**src/core/tcl_pkg.sv**
```systemverilog
// constants for the terminal command logic
package tcl_pkg;
  localparam int unsigned NUM_TERM = 7;
  localparam int unsigned CODE_W = 11;
  localparam logic [10:0] LOGIC_OFF_OFS = 11'h3E8;
  localparam logic [10:0] CODE_ALARM_RESET = 11'h008;
  localparam logic [10:0] CODE_TRIP_ON = 11'h3F1;
  localparam logic [10:0] CODE_TRIP_OFF = 11'h009;
  localparam logic [10:0] CODE_LOOP_CANCEL = 11'h014;
  localparam logic [10:0] CODE_DIR_INVERT = 11'h015;
  localparam logic [10:0] CODE_MONITOR = 11'h019;
  localparam logic [10:0] CODE_STOP_ON = 11'h406;
  localparam logic [10:0] CODE_STOP_OFF = 11'h01E;
  localparam logic [10:0] CODE_LOOP_RESET = 11'h021;
  localparam logic [10:0] CODE_INT_HOLD = 11'h022;
  localparam logic [10:0] OUT_ALARM_FUNC = 11'h063;
  localparam logic [10:0] OUT_A_RESET = 11'h000;
  localparam logic [10:0] OUT_B_RESET = 11'h001;
  localparam logic [10:0] OUT_RELAY_RESET = 11'h063;
  localparam logic [19:0] RAMP_MAX = 20'h927C0;
  localparam logic [19:0] RAMP_RESET = 20'h00000;
  localparam logic [9:0] TORQUE_MIN = 10'h014;
  localparam logic [9:0] TORQUE_MAX = 10'h0C8;
  localparam logic [9:0] TORQUE_OFF = 10'h3E7;
  localparam logic [1:0] LOOP_MODE_FWD = 2'h1;
  localparam logic [1:0] LOOP_MODE_REV = 2'h2;
  localparam int unsigned RST_HOLD_MS = 10;
  localparam int unsigned CLK_KHZ = 100000;
  localparam int unsigned RST_HOLD_CYC = RST_HOLD_MS * CLK_KHZ;
  localparam int unsigned RST_CNT_W = 20;
  typedef enum logic [1:0] {TCL_ALM_NONE, TCL_ALM_TRIP, TCL_ALM_STOP} tcl_alarm_t;
endpackage

```
**src/core/tcl_terminal_cmd.sv**
```systemverilog
// digital input command decode and drive control state
`timescale 1ns/1ps

// What this block does
// - reset command ON clears alarm output
// - reset command OFF clears alarm display, hold
// - trip input cuts output, shows code, alarms
// - trip condition latched until alarm reset
// - loop cancel selects manual reference
// - manual inversion only on analog command one
// - manual analog direction is setting xor inversion
// - loop direction from mode, inverted by input
// - with loop, inversion acts on loop only
// - monitor inputs reported, never affect drive
// - forced stop ramps down then alarms
// - loop reset clears integral and derivative
// - integral hold freezes integral term
// - ramp times 0 to 6000 s, zero disables
// - torque level 20 to 200, 999 disables
// - output functions default 0, 1, 99
// - each output has normal or inverted logic
// - trip and stop inputs are fail safe
module tcl_terminal_cmd #(
  parameter int unsigned RST_HOLD_CYC = tcl_pkg::RST_HOLD_CYC
) (
  input wire logic core_clk,
  input wire logic rst_b,
  input wire logic [6:0] term_in,
  input wire logic [6:0][10:0] term_func,
  input wire logic dir_setting,
  input wire logic [1:0] loop_mode,
  input wire logic src_analog_cmd1,
  input wire logic motor_stopped,
  input wire logic ramp_wr,
  input wire logic [2:0] ramp_idx,
  input wire logic [19:0] ramp_data,
  input wire logic torque_wr,
  input wire logic torque_idx,
  input wire logic [9:0] torque_data,
  input wire logic [2:0] out_func_wr,
  input wire logic [10:0] out_func_data,
  input wire logic [2:0] out_src,
  output logic alarm_output,
  output tcl_pkg::tcl_alarm_t alarm_code,
  output logic power_off,
  output logic forced_decel,
  output logic loop_enable,
  output logic loop_terms_reset,
  output logic integral_hold,
  output logic loop_dir_rev,
  output logic manual_dir_rev,
  output logic [6:0] monitor_bits,
  output logic [5:0][19:0] ramp_time,
  output logic [5:0] ramp_disabled,
  output logic [1:0][9:0] torque_level,
  output logic [1:0] torque_limit_off,
  output logic [2:0][10:0] out_func,
  output logic [2:0] out_term
);

  // per terminal hit test, active-ON code or its logic-reversed twin
  function automatic logic [6:0] hit(input logic [6:0][10:0] fn, input logic [6:0] lvl,
                                     input logic [10:0] on_code, input logic [10:0] off_code);
    logic [6:0] h;
    h = '0;
    for (int i = 0; i < 7; i++)
    begin
      h[i] = (fn[i] == on_code && lvl[i]) || (fn[i] == off_code && !lvl[i]);
    end
    return h;
  endfunction

  localparam logic [10:0] OFS = tcl_pkg::LOGIC_OFF_OFS;

  logic [6:0] meta_r;
  logic [6:0] sync_r;
  logic [1:0] sync_vld_r;
  logic [tcl_pkg::RST_CNT_W-1:0] rst_cnt_r;
  logic rst_ok_r;
  logic trip_hold_r;
  logic stop_pend_r;
  logic alarm_output_r;
  tcl_pkg::tcl_alarm_t alarm_code_r;

  always_ff @(posedge core_clk or negedge rst_b)
  begin
    if (!rst_b)
    begin
      meta_r <= 7'h00;
      sync_r <= 7'h00;
      sync_vld_r <= 2'h0;
    end
    else
    begin
      meta_r <= term_in;
      sync_r <= meta_r;
      sync_vld_r <= {sync_vld_r[0], 1'b1};
    end
  end

  // zeroed sync stages would fire every active-off command, so no decode until loaded
  wire [6:0][10:0] func_live = sync_vld_r[1] ? term_func : '0;

  wire reset_cmd = |hit(func_live, sync_r, tcl_pkg::CODE_ALARM_RESET,
                        tcl_pkg::CODE_ALARM_RESET + OFS);
  wire trip_cmd = |hit(func_live, sync_r, tcl_pkg::CODE_TRIP_ON, tcl_pkg::CODE_TRIP_OFF);
  wire stop_cmd = |hit(func_live, sync_r, tcl_pkg::CODE_STOP_ON, tcl_pkg::CODE_STOP_OFF);
  wire cancel_cmd = |hit(func_live, sync_r, tcl_pkg::CODE_LOOP_CANCEL,
                         tcl_pkg::CODE_LOOP_CANCEL + OFS);
  wire inv_cmd = |hit(func_live, sync_r, tcl_pkg::CODE_DIR_INVERT,
                      tcl_pkg::CODE_DIR_INVERT + OFS);
  wire lreset_cmd = |hit(func_live, sync_r, tcl_pkg::CODE_LOOP_RESET,
                         tcl_pkg::CODE_LOOP_RESET + OFS);
  wire ihold_cmd = |hit(func_live, sync_r, tcl_pkg::CODE_INT_HOLD,
                        tcl_pkg::CODE_INT_HOLD + OFS);
  wire [6:0] monitor_nxt = hit(func_live, sync_r, tcl_pkg::CODE_MONITOR,
                               tcl_pkg::CODE_MONITOR + OFS);

  // reset accepted only after the full hold time
  wire rst_cnt_done = rst_cnt_r >= tcl_pkg::RST_CNT_W'(RST_HOLD_CYC);
  wire [tcl_pkg::RST_CNT_W-1:0] rst_cnt_nxt =
    !reset_cmd ? '0 : rst_cnt_done ? rst_cnt_r : rst_cnt_r + 1'b1;
  wire rst_accept = reset_cmd && rst_cnt_done;
  // release on the falling edge of an accepted reset
  wire rst_release = rst_ok_r && !reset_cmd;

  // self held trip, a live trip beats the reset
  wire trip_hold_nxt = trip_cmd || (trip_hold_r && !rst_release);
  wire stop_pend_nxt = stop_cmd || (stop_pend_r && !motor_stopped);
  wire stop_alarm = stop_pend_r && motor_stopped;

  // output dropped while reset held; new events win
  wire alarm_out_nxt = trip_cmd || stop_alarm || (alarm_output_r && !rst_accept);
  tcl_pkg::tcl_alarm_t alarm_code_nxt;
  assign alarm_code_nxt = trip_cmd ? tcl_pkg::TCL_ALM_TRIP :
                          stop_alarm ? tcl_pkg::TCL_ALM_STOP :
                          rst_release ? tcl_pkg::TCL_ALM_NONE : alarm_code_r;

  // loop direction from mode and inversion
  wire loop_rev_nxt = (loop_mode == tcl_pkg::LOOP_MODE_REV) ^ inv_cmd;
  // a configured loop takes the inversion away from manual
  wire loop_cfg = loop_mode == tcl_pkg::LOOP_MODE_FWD || loop_mode == tcl_pkg::LOOP_MODE_REV;
  // only analog sources of command one are inverted
  // manual direction is setting xor inversion
  wire man_rev_nxt = dir_setting ^ (inv_cmd && src_analog_cmd1 && !loop_cfg);

  always_ff @(posedge core_clk or negedge rst_b)
  begin
    if (!rst_b)
    begin
      rst_cnt_r <= '0;
      rst_ok_r <= 1'b0;
      trip_hold_r <= 1'b0;
      stop_pend_r <= 1'b0;
      alarm_output_r <= 1'b0;
      alarm_code_r <= tcl_pkg::TCL_ALM_NONE;
    end
    else
    begin
      rst_cnt_r <= rst_cnt_nxt;
      rst_ok_r <= rst_accept || (rst_ok_r && reset_cmd);
      trip_hold_r <= trip_hold_nxt;
      stop_pend_r <= stop_pend_nxt;
      alarm_output_r <= alarm_out_nxt;
      alarm_code_r <= alarm_code_nxt;
    end
  end

  always_ff @(posedge core_clk or negedge rst_b)
  begin
    if (!rst_b)
    begin
      alarm_output <= 1'b0;
      alarm_code <= tcl_pkg::TCL_ALM_NONE;
      power_off <= 1'b0;
      forced_decel <= 1'b0;
      loop_enable <= 1'b1;
      loop_terms_reset <= 1'b0;
      integral_hold <= 1'b0;
      loop_dir_rev <= 1'b0;
      manual_dir_rev <= 1'b0;
      monitor_bits <= 7'h00;
    end
    else
    begin
      alarm_output <= alarm_out_nxt;
      alarm_code <= alarm_code_nxt;
      // coast stop while trip is held
      power_off <= trip_hold_nxt;
      forced_decel <= stop_pend_nxt;
      loop_enable <= !cancel_cmd;
      loop_terms_reset <= lreset_cmd;
      integral_hold <= ihold_cmd;
      loop_dir_rev <= loop_rev_nxt;
      manual_dir_rev <= man_rev_nxt;
      monitor_bits <= monitor_nxt;
    end
  end

  // out of range ramp writes are dropped
  wire ramp_ok = ramp_wr && ramp_idx < 3'h6 && ramp_data <= tcl_pkg::RAMP_MAX;
  // torque accepts 20..200 or the off value
  wire torque_ok = torque_wr && ((torque_data >= tcl_pkg::TORQUE_MIN &&
                   torque_data <= tcl_pkg::TORQUE_MAX) || torque_data == tcl_pkg::TORQUE_OFF);
  wire [10:0] out_base = out_func_data >= OFS ? out_func_data - OFS : out_func_data;
  wire out_ok = out_base <= tcl_pkg::OUT_ALARM_FUNC;

  always_ff @(posedge core_clk or negedge rst_b)
  begin
    if (!rst_b)
    begin
      ramp_time <= {6{tcl_pkg::RAMP_RESET}};
      ramp_disabled <= 6'h3F;
      torque_level <= {2{tcl_pkg::TORQUE_OFF}};
      torque_limit_off <= 2'h3;
      out_func <= {tcl_pkg::OUT_RELAY_RESET, tcl_pkg::OUT_B_RESET, tcl_pkg::OUT_A_RESET};
    end
    else
    begin
      for (int i = 0; i < 6; i++)
      begin
        if (ramp_ok && ramp_idx == 3'(i))
        begin
          ramp_time[i] <= ramp_data;
          ramp_disabled[i] <= ramp_data == 20'h00000;
        end
      end
      for (int i = 0; i < 2; i++)
      begin
        if (torque_ok && torque_idx == 1'(i))
        begin
          torque_level[i] <= torque_data;
          torque_limit_off[i] <= torque_data == tcl_pkg::TORQUE_OFF;
        end
      end
      for (int i = 0; i < 3; i++)
      begin
        if (out_ok && out_func_wr[i])
        begin
          out_func[i] <= out_func_data;
        end
      end
    end
  end

  // codes from the offset up reverse the logic
  logic [2:0] out_nxt;
  always_comb
  begin
    out_nxt = '0;
    for (int i = 0; i < 3; i++)
    begin
      out_nxt[i] = ((out_func[i] % OFS == tcl_pkg::OUT_ALARM_FUNC) ? alarm_output_r
                    : out_src[i]) ^ (out_func[i] >= OFS);
    end
  end

  always_ff @(posedge core_clk or negedge rst_b)
  begin
    if (!rst_b)
    begin
      out_term <= 3'h0;
    end
    else
    begin
      out_term <= out_nxt;
    end
  end
endmodule

```
**config.mk**
```make
export PLATFORM = sky130hd
export DESIGN_NAME = tcl_terminal_cmd
export DESIGN_NICKNAME = d
export VERILOG_FILES = /design/src/core/tcl_pkg.sv /design/src/core/tcl_terminal_cmd.sv
export SDC_FILE = /design/constraint.sdc
export NUM_CORES = 1
export LEC_CHECK = 0
export BUFFER_PORTS_ARGS = -buffer_cell sky130_fd_sc_hd__buf_2
export CORE_MARGIN = 3
export CORE_UTILIZATION = 50
export CTS_CLUSTER_DIAMETER = 80
export DETAILED_ROUTE_END_ITERATION = 12
export PLACE_DENSITY = 0.78
export SYNTH_ARGS = -nofsm -noshare
export SYNTH_HDL_FRONTEND = slang
export SYNTH_SLANG_ARGS = --single-unit
```
**constraint.sdc**
```tcl
create_clock -name core_clk -period 2.3 [get_ports core_clk]
set_input_delay 0.345 -clock core_clk [delete_from_list [all_inputs] [get_ports core_clk]]
set_output_delay 0.345 -clock core_clk [all_outputs]
set_load 0.02 [all_outputs]
```
Word-level counts from Yosys, hierarchy flattened. Cells that the tools add are included.

Bitwise operators: 6. Equality and inequality tests: 124. Muxes and demuxes: 10. Order comparisons: 10. Divide/modulo/power cells: 3. Reduce and logical (&&, ||, !) cells: 222. $add $sub $neg: 2.

Operators with widths (count): $eq A11 B10 Y1 const B (28); $eq A11 B11 Y1 const B (28); $eq A11 B5 Y1 const B (28); $eq A11 B4 Y1 const B (14); $eq A11 B6 Y1 const B (14); $logic_and A1 B1 Y1 (136); $mux W77 (1); $logic_or A1 B1 Y1 (63); $reduce_or A7 Y1 (7); $ge A11 B10 Y1 const B (4); $mux W20 (2); $eq A11 B7 Y1 const B (3); $mod A11 B10 Y11 const B (3); $add A20 B1 Y20 const B (1); $ge A20 B20 Y1 const B (1); $le A20 B20 Y1 const B (1); $logic_not A20 Y1 (1); $logic_not A1 Y1 (13); $le A11 B7 Y1 const B (1); $mux W11 (1); $sub A11 B10 Y11 const B (1); $eq A10 B10 Y1 const B (1); $ge A10 B5 Y1 const B (1); $le A10 B8 Y1 const B (1); other kinds (13) (23).

Bits of input ports: 144. Flip-flop bits (word level): 238. Logic and storage cells: 412.

Longest topological paths before layout.
Depth in word-level cells: 10. Mapped depth: 11. Gate-level depth less buffers: 9.

Least setup slack after synthesis. Ideal clock, no wire load.

Path kind: input-to-reg. From: input port out_func_data[3]. To: register out_func[0] in the netlist's numbering. Required time: 2.175 ns. Data arrival time: 2.394 ns. Setup time: 0.125 ns. Cell stages on the path: 11. Path buffers: 2. Path slack: -0.219 ns. Cell sequence: clkbuf_1 > inv_1 > ha_1 > nor4b_1 > a31oi_1 > o211ai_1 > o2111a_2 > o211a_1 > and2_4 > buf_6 > mux2_2.

Word-level cells in the longest chain between the ends: 4. Elaborated cells on any way between the ends: 5. Those cells by class: add/sub: 1; order compare: 2; mux: 1; reduce/logical: 1.

RTL lines: start: declaration (line tcl_terminal_cmd.sv:41) `input wire logic [10:0] out_func_data,`; $sub A11 B10 Y11 / $ge A11 B10 Y1 (equally long branches) (line tcl_terminal_cmd.sv:205) `wire [10:0] out_base = out_func_data >= OFS ? out_func_data - OFS : out_func_data;`; $mux W11 * (line tcl_terminal_cmd.sv:205); $le A11 B7 Y1 * (line tcl_terminal_cmd.sv:206) `wire out_ok = out_base <= tcl_pkg::OUT_ALARM_FUNC;`; $logic_and A1 B1 Y1 * (line tcl_terminal_cmd.sv:238) `if (out_ok && out_func_wr[i])`; end signal: assignment (line tcl_terminal_cmd.sv:216) `out_func <= {tcl_pkg::OUT_RELAY_RESET, tcl_pkg::OUT_B_RESET, tcl_pkg::OUT_A_RESET};`; end signal: indexed assignment (line tcl_terminal_cmd.sv:240) `out_func[i] <= out_func_data;`; end: declaration (line tcl_terminal_cmd.sv:57) `output logic [2:0][10:0] out_func,`.

Mark *: on every way between the ends. The rest lies on a longest branch, timed or not. A chain may end at the register's enable or synchronous reset.

Final worst setup path.
From: register sync_vld_r[1]. To: register alarm_code[0].

Word-level cells in the longest chain between the ends: 8. Elaborated cells on any way between the ends: 77. Those cells by class: eq/ne: 28; mux: 2; reduce/logical: 47.

RTL lines: start: declaration (line tcl_terminal_cmd.sv:77) `logic [1:0] sync_vld_r;`; start signal: assignment (line tcl_terminal_cmd.sv:97) `sync_vld_r <= {sync_vld_r[0], 1'b1};`; $mux W77 * (line tcl_terminal_cmd.sv:102) `wire [6:0][10:0] func_live = sync_vld_r[1] ? term_func : '0;`; $eq A11 B4 Y1 / $eq A11 B10 Y1 (equally long branches) (line tcl_terminal_cmd.sv:68) `h[i] = (fn[i] == on_code && lvl[i]) || (fn[i] == off_code && !lvl[i]);`; $logic_and A1 B1 Y1 (line tcl_terminal_cmd.sv:68); $logic_or A1 B1 Y1 (line tcl_terminal_cmd.sv:68); $reduce_or A7 Y1 (line tcl_terminal_cmd.sv:104) `wire reset_cmd = |hit(func_live, sync_r, tcl_pkg::CODE_ALARM_RESET,`; $logic_not A1 Y1 (line tcl_terminal_cmd.sv:125) `wire rst_release = rst_ok_r && !reset_cmd;`; $logic_and A1 B1 Y1 (line tcl_terminal_cmd.sv:125); $reduce_bool A3 Y1 (no source line); end signal: assignment (line tcl_terminal_cmd.sv:174) `alarm_code <= tcl_pkg::TCL_ALM_NONE;`; end signal: assignment (line tcl_terminal_cmd.sv:187) `alarm_code <= alarm_code_nxt;`; end: declaration (line tcl_terminal_cmd.sv:44) `output tcl_pkg::tcl_alarm_t alarm_code,`.

Marked as above.

==> flow_summary.yaml <==
grt:
  grt_max_degree: 76
  antenna_found_initial: 3
  grt_pass1_wl_um: 54300
  grt_pass1_vias: 10300
  grt_use_total_pct: 26.1
  grt_remaining_overflow: 0
cells_and_area:
  multi_input_area_um2: 5480
  drive_gt1_share_pct: 47.3
  fillers: 1720
  num-nets-final: 1622
  fin_cells: 1804
  fin_area_um2: 15500
  final-seq-area_um2: 5990
  area_growth_pct: 32.7
synth:
  netlist_area_um2: 11700
  yosys-top-cells-area: "dfrtp_1 (45%), mux2_2 (15%), dfstp_2 (6.7%)"
  synth_edf_count: 0
  synth-seq-area-share_pct: 51.3
  netlist.area_leader.share_pct: 44.6
  async_flop_share_pct: 100
  syn_nets: 1182
  synth_commonest_cells: "dfrtp_1 (208), mux2_2 (157), nor2_1 (72)"
  synth_most_common_cell: "dfrtp_1"
  yosys_warnings: 0
  yosysTopAreaCell: "dfrtp_1"
  synth_flop_cell: "dfrtp_1"
  syn_area_per_cell_um2: 11.4
  syn_inst: 1028
  ys_ff_latch: 238
  ys_types: 80
timing:
  slew_violations: 0
  setup_slack_ns: 0.0431
  tightest_slew_ns: 0.616
  period_share_pct: 98.1
  setup_viol: 0
  timing.final.hold_violations: 0
  rsz0062_at_grt: "yes"
  clock_skew_ns: 0.0153
  max_freq_mhz: 443
  fin_crit_ns: 2.26
  relSlewSlack_pct: 58.9
pwr:
  power.leakage_nw: 7.14
  power_switching_w: 0.00450
  p_comb_share_pct: 27.4
  p_sw_share_pct: 33.0
  p_per_area_nw_per_um2: 879
  pwr-share-clk_pct: 31.1
  p_int_w: 0.00913
  power_w: 0.0136
  seqPwrFrac_pct: 41.5
  vdd_drop_max_v: 0.000873
setup_path:
  critPathMaxFanout: 6
  required_ns: 2.75
  rr_startpoint: "sync_vld_r[1]"
  crit_path_frequent_cell: "a22o_1"
  crit_chain: "or4b_2 -> nor3_4 -> a22o_1 -> a22o_1 -> and4bb_4 -> and2_1 -> o21ai_0"
  startpoint: "sync_vld_r[1]"
  cp_slowest_cell: "or4b_2"
  worstSetupStartpointType: "register"
  cpPeakStageDelay_ns: 0.67
  critical_path_class: "reg -> reg"
  endpoint_kind: "register"
  critPathArrivalTime_ns: 2.71
die:
  rows: 55
  fp.dieW_um: 159
  coreArea_um2: 22800
  io_pins: 345
  die_area_um2: 25200
  die_h_um: 159
  start_util_pct: 51.3
place:
  dp_hpwl_um: 25400
  numPortBuffers: 344
  placedCellCount: 1744
  pre_cts_ws_ns: -0.314
  placedInstanceArea_um2: 14400
  routabilityCongestion: 0.892
cts:
  cts-htree-levels: 1
  path_clk_slew_ns: 0.06
  cts_buffers: 26
  root_buffer: "clkbuf_16"
  cts_buffer_depth: 3
  cts.sinks: 238
  cts_tree: "yes"
  clk_latency_ns: 0.54
detailed_routing:
  drc_errors: 0
  vias: 10200
  drt_iter0_drc: 790
  via_per_inst: 5.64
  drt-total-wl_um: 34200
  drt-wirelength-per-cell_um: 18.9
  ant_nets: 0
  first_pass_iters: 5
worst_hold_path:
  hold_start: "dir_setting"
  min_path_type: "in -> reg"
flow_run:
  maxCapViolCount: 0
status:
  status: "complete, no violations"
-- layer usage --
metal / GRT usage [%] / routed length [um] / vias up
met1: 31.9 / 13400 / 4989
li1: - / - / 4678
met4: 8.60 / 1000 / 0
met5: 0 / 0 / -
met3: 8.06 / 3160 / 72
met2: 44.3 / 16600 / 442
-- cells by family (layout without fill, tap and decap cells) --
logic type | Yosys count | after routing | synth area share [%]
AO/OA/AOI/OAI | 134 | 134 | 7.84
other | 1 | 4 | 0.0321
buffers and inverters | 71 | 531 | 2.83
AND/OR/NAND/NOR | 371 | 371 | 17.9
multiplexers | 182 | 182 | 17.5
flip-flops | 238 | 238 | 51.3
adder cells (fa/ha/maj) | 10 | 10 | 1.07
XOR/XNOR | 21 | 21 | 1.57
-- sequential cells by signal, indices dropped and copies added (netlist names), 3 cells and up --
| name | cells |
|---|---|
| ramp_disabled | 6 |
| torque_level | 20 |
| out_func | 33 |
| out_term | 3 |
| sync_r | 7 |
| monitor_bits | 7 |
| ramp_time | 120 |
| rst_cnt_r | 20 |
| meta_r | 7 |
-- timing repair --
action	4_1_cts	5_1_grt
pin swaps	5	2
hold buffers	8	0
resized for setup	10	17
setup endpoints to repair	27	29
hold endpoints to repair	63	0
setup buffers	1	0
-- power by group through the flow --
stage / sequential, W / combinational (W) / clock [W]
after detailed placement: 0.00570 / 0.00370 / 0
after global routing: 0.00577 / 0.00396 / 0.00451
final: 0.00566 / 0.00373 / 0.00424
after CTS: 0.00566 / 0.00373 / 0.00433
after global placement: 0.00566 / 0.00360 / 0
after floorplan: 0.00667 / 0.00105 / 0
-- per-stage QoR --
step	utilization, %	hold slack (ns)	setup TNS (ns)
global placement	63.3	0.334	-16.28
floorplan	-	0.0494	0
detailed placement	63.3	0.337	-33.85
CTS	67.7	0.00160	0
global route	68.1	0.00252	-0.0338
finish	68.1	0.0239	0
-- critical path: cells and delay by family, from the launching register on --
kind	cells	cell delay [ns]
AO/OA/AOI/OAI	3	0.50
flip-flops	1	0.43
AND/OR/NAND/NOR	4	1.23
-- cell usage in the layout (no fill, tap or decap), types with 8 or more instances in the layout --
| cell type | instances |
|---|---|
| buf_2 | 343 |
| inv_1 | 34 |
| nand2b_1 | 21 |
| xor2_1 | 15 |
| dfrtp_1 | 207 |
| dfstp_2 | 30 |
| clkbuf_1 | 10 |
| o21ai_0 | 36 |
| or3_1 | 11 |
| nor4_1 | 26 |
| nand3b_1 | 11 |
| nand2_1 | 50 |
| mux2_1 | 18 |
| nand4_1 | 28 |
| nor2_1 | 72 |
| clkbuf_16 | 26 |
| ha_1 | 9 |
| buf_4 | 88 |
| a21oi_1 | 21 |
| mux2_2 | 157 |
| nor3_1 | 33 |
| and3_1 | 12 |
| dlygate4sd3_1 | 8 |
| nand3_1 | 27 |
| nor2b_1 | 11 |
| a31oi_1 | 9 |
-- worst paths after layout --
| path | cells after the start | slack (ns) | endpoint |
|---|---|---|---|
| hold / removal | 2 | 0.02 | manual_dir_rev |
| setup reg to reg | 7 | 0.04 | alarm_code[0] |
| setup / recovery | 7 | 0.04 | alarm_code[0] |
| min in group asynchronous | 2 | 0.40 | out_func[21] |
| max in group asynchronous | 3 | 1.20 | torque_level[17] |
| hold reg to reg | 0 | 0.35 | sync_r[6] |
-- final cells by class --
cell class | instances | share of cell area [%]
clock buffer | 39 | 4.71
sequential | 238 | 38.7
tap | 313 | 2.53
clock inverter | 9 | 0.952
multi-input combinational | 719 | 35.4
antenna | 3 | 0.0484
timing repair buffer | 448 | 16.9
inverter | 35 | 0.847
No activity file was read; power rests on OpenSTA's default activity.
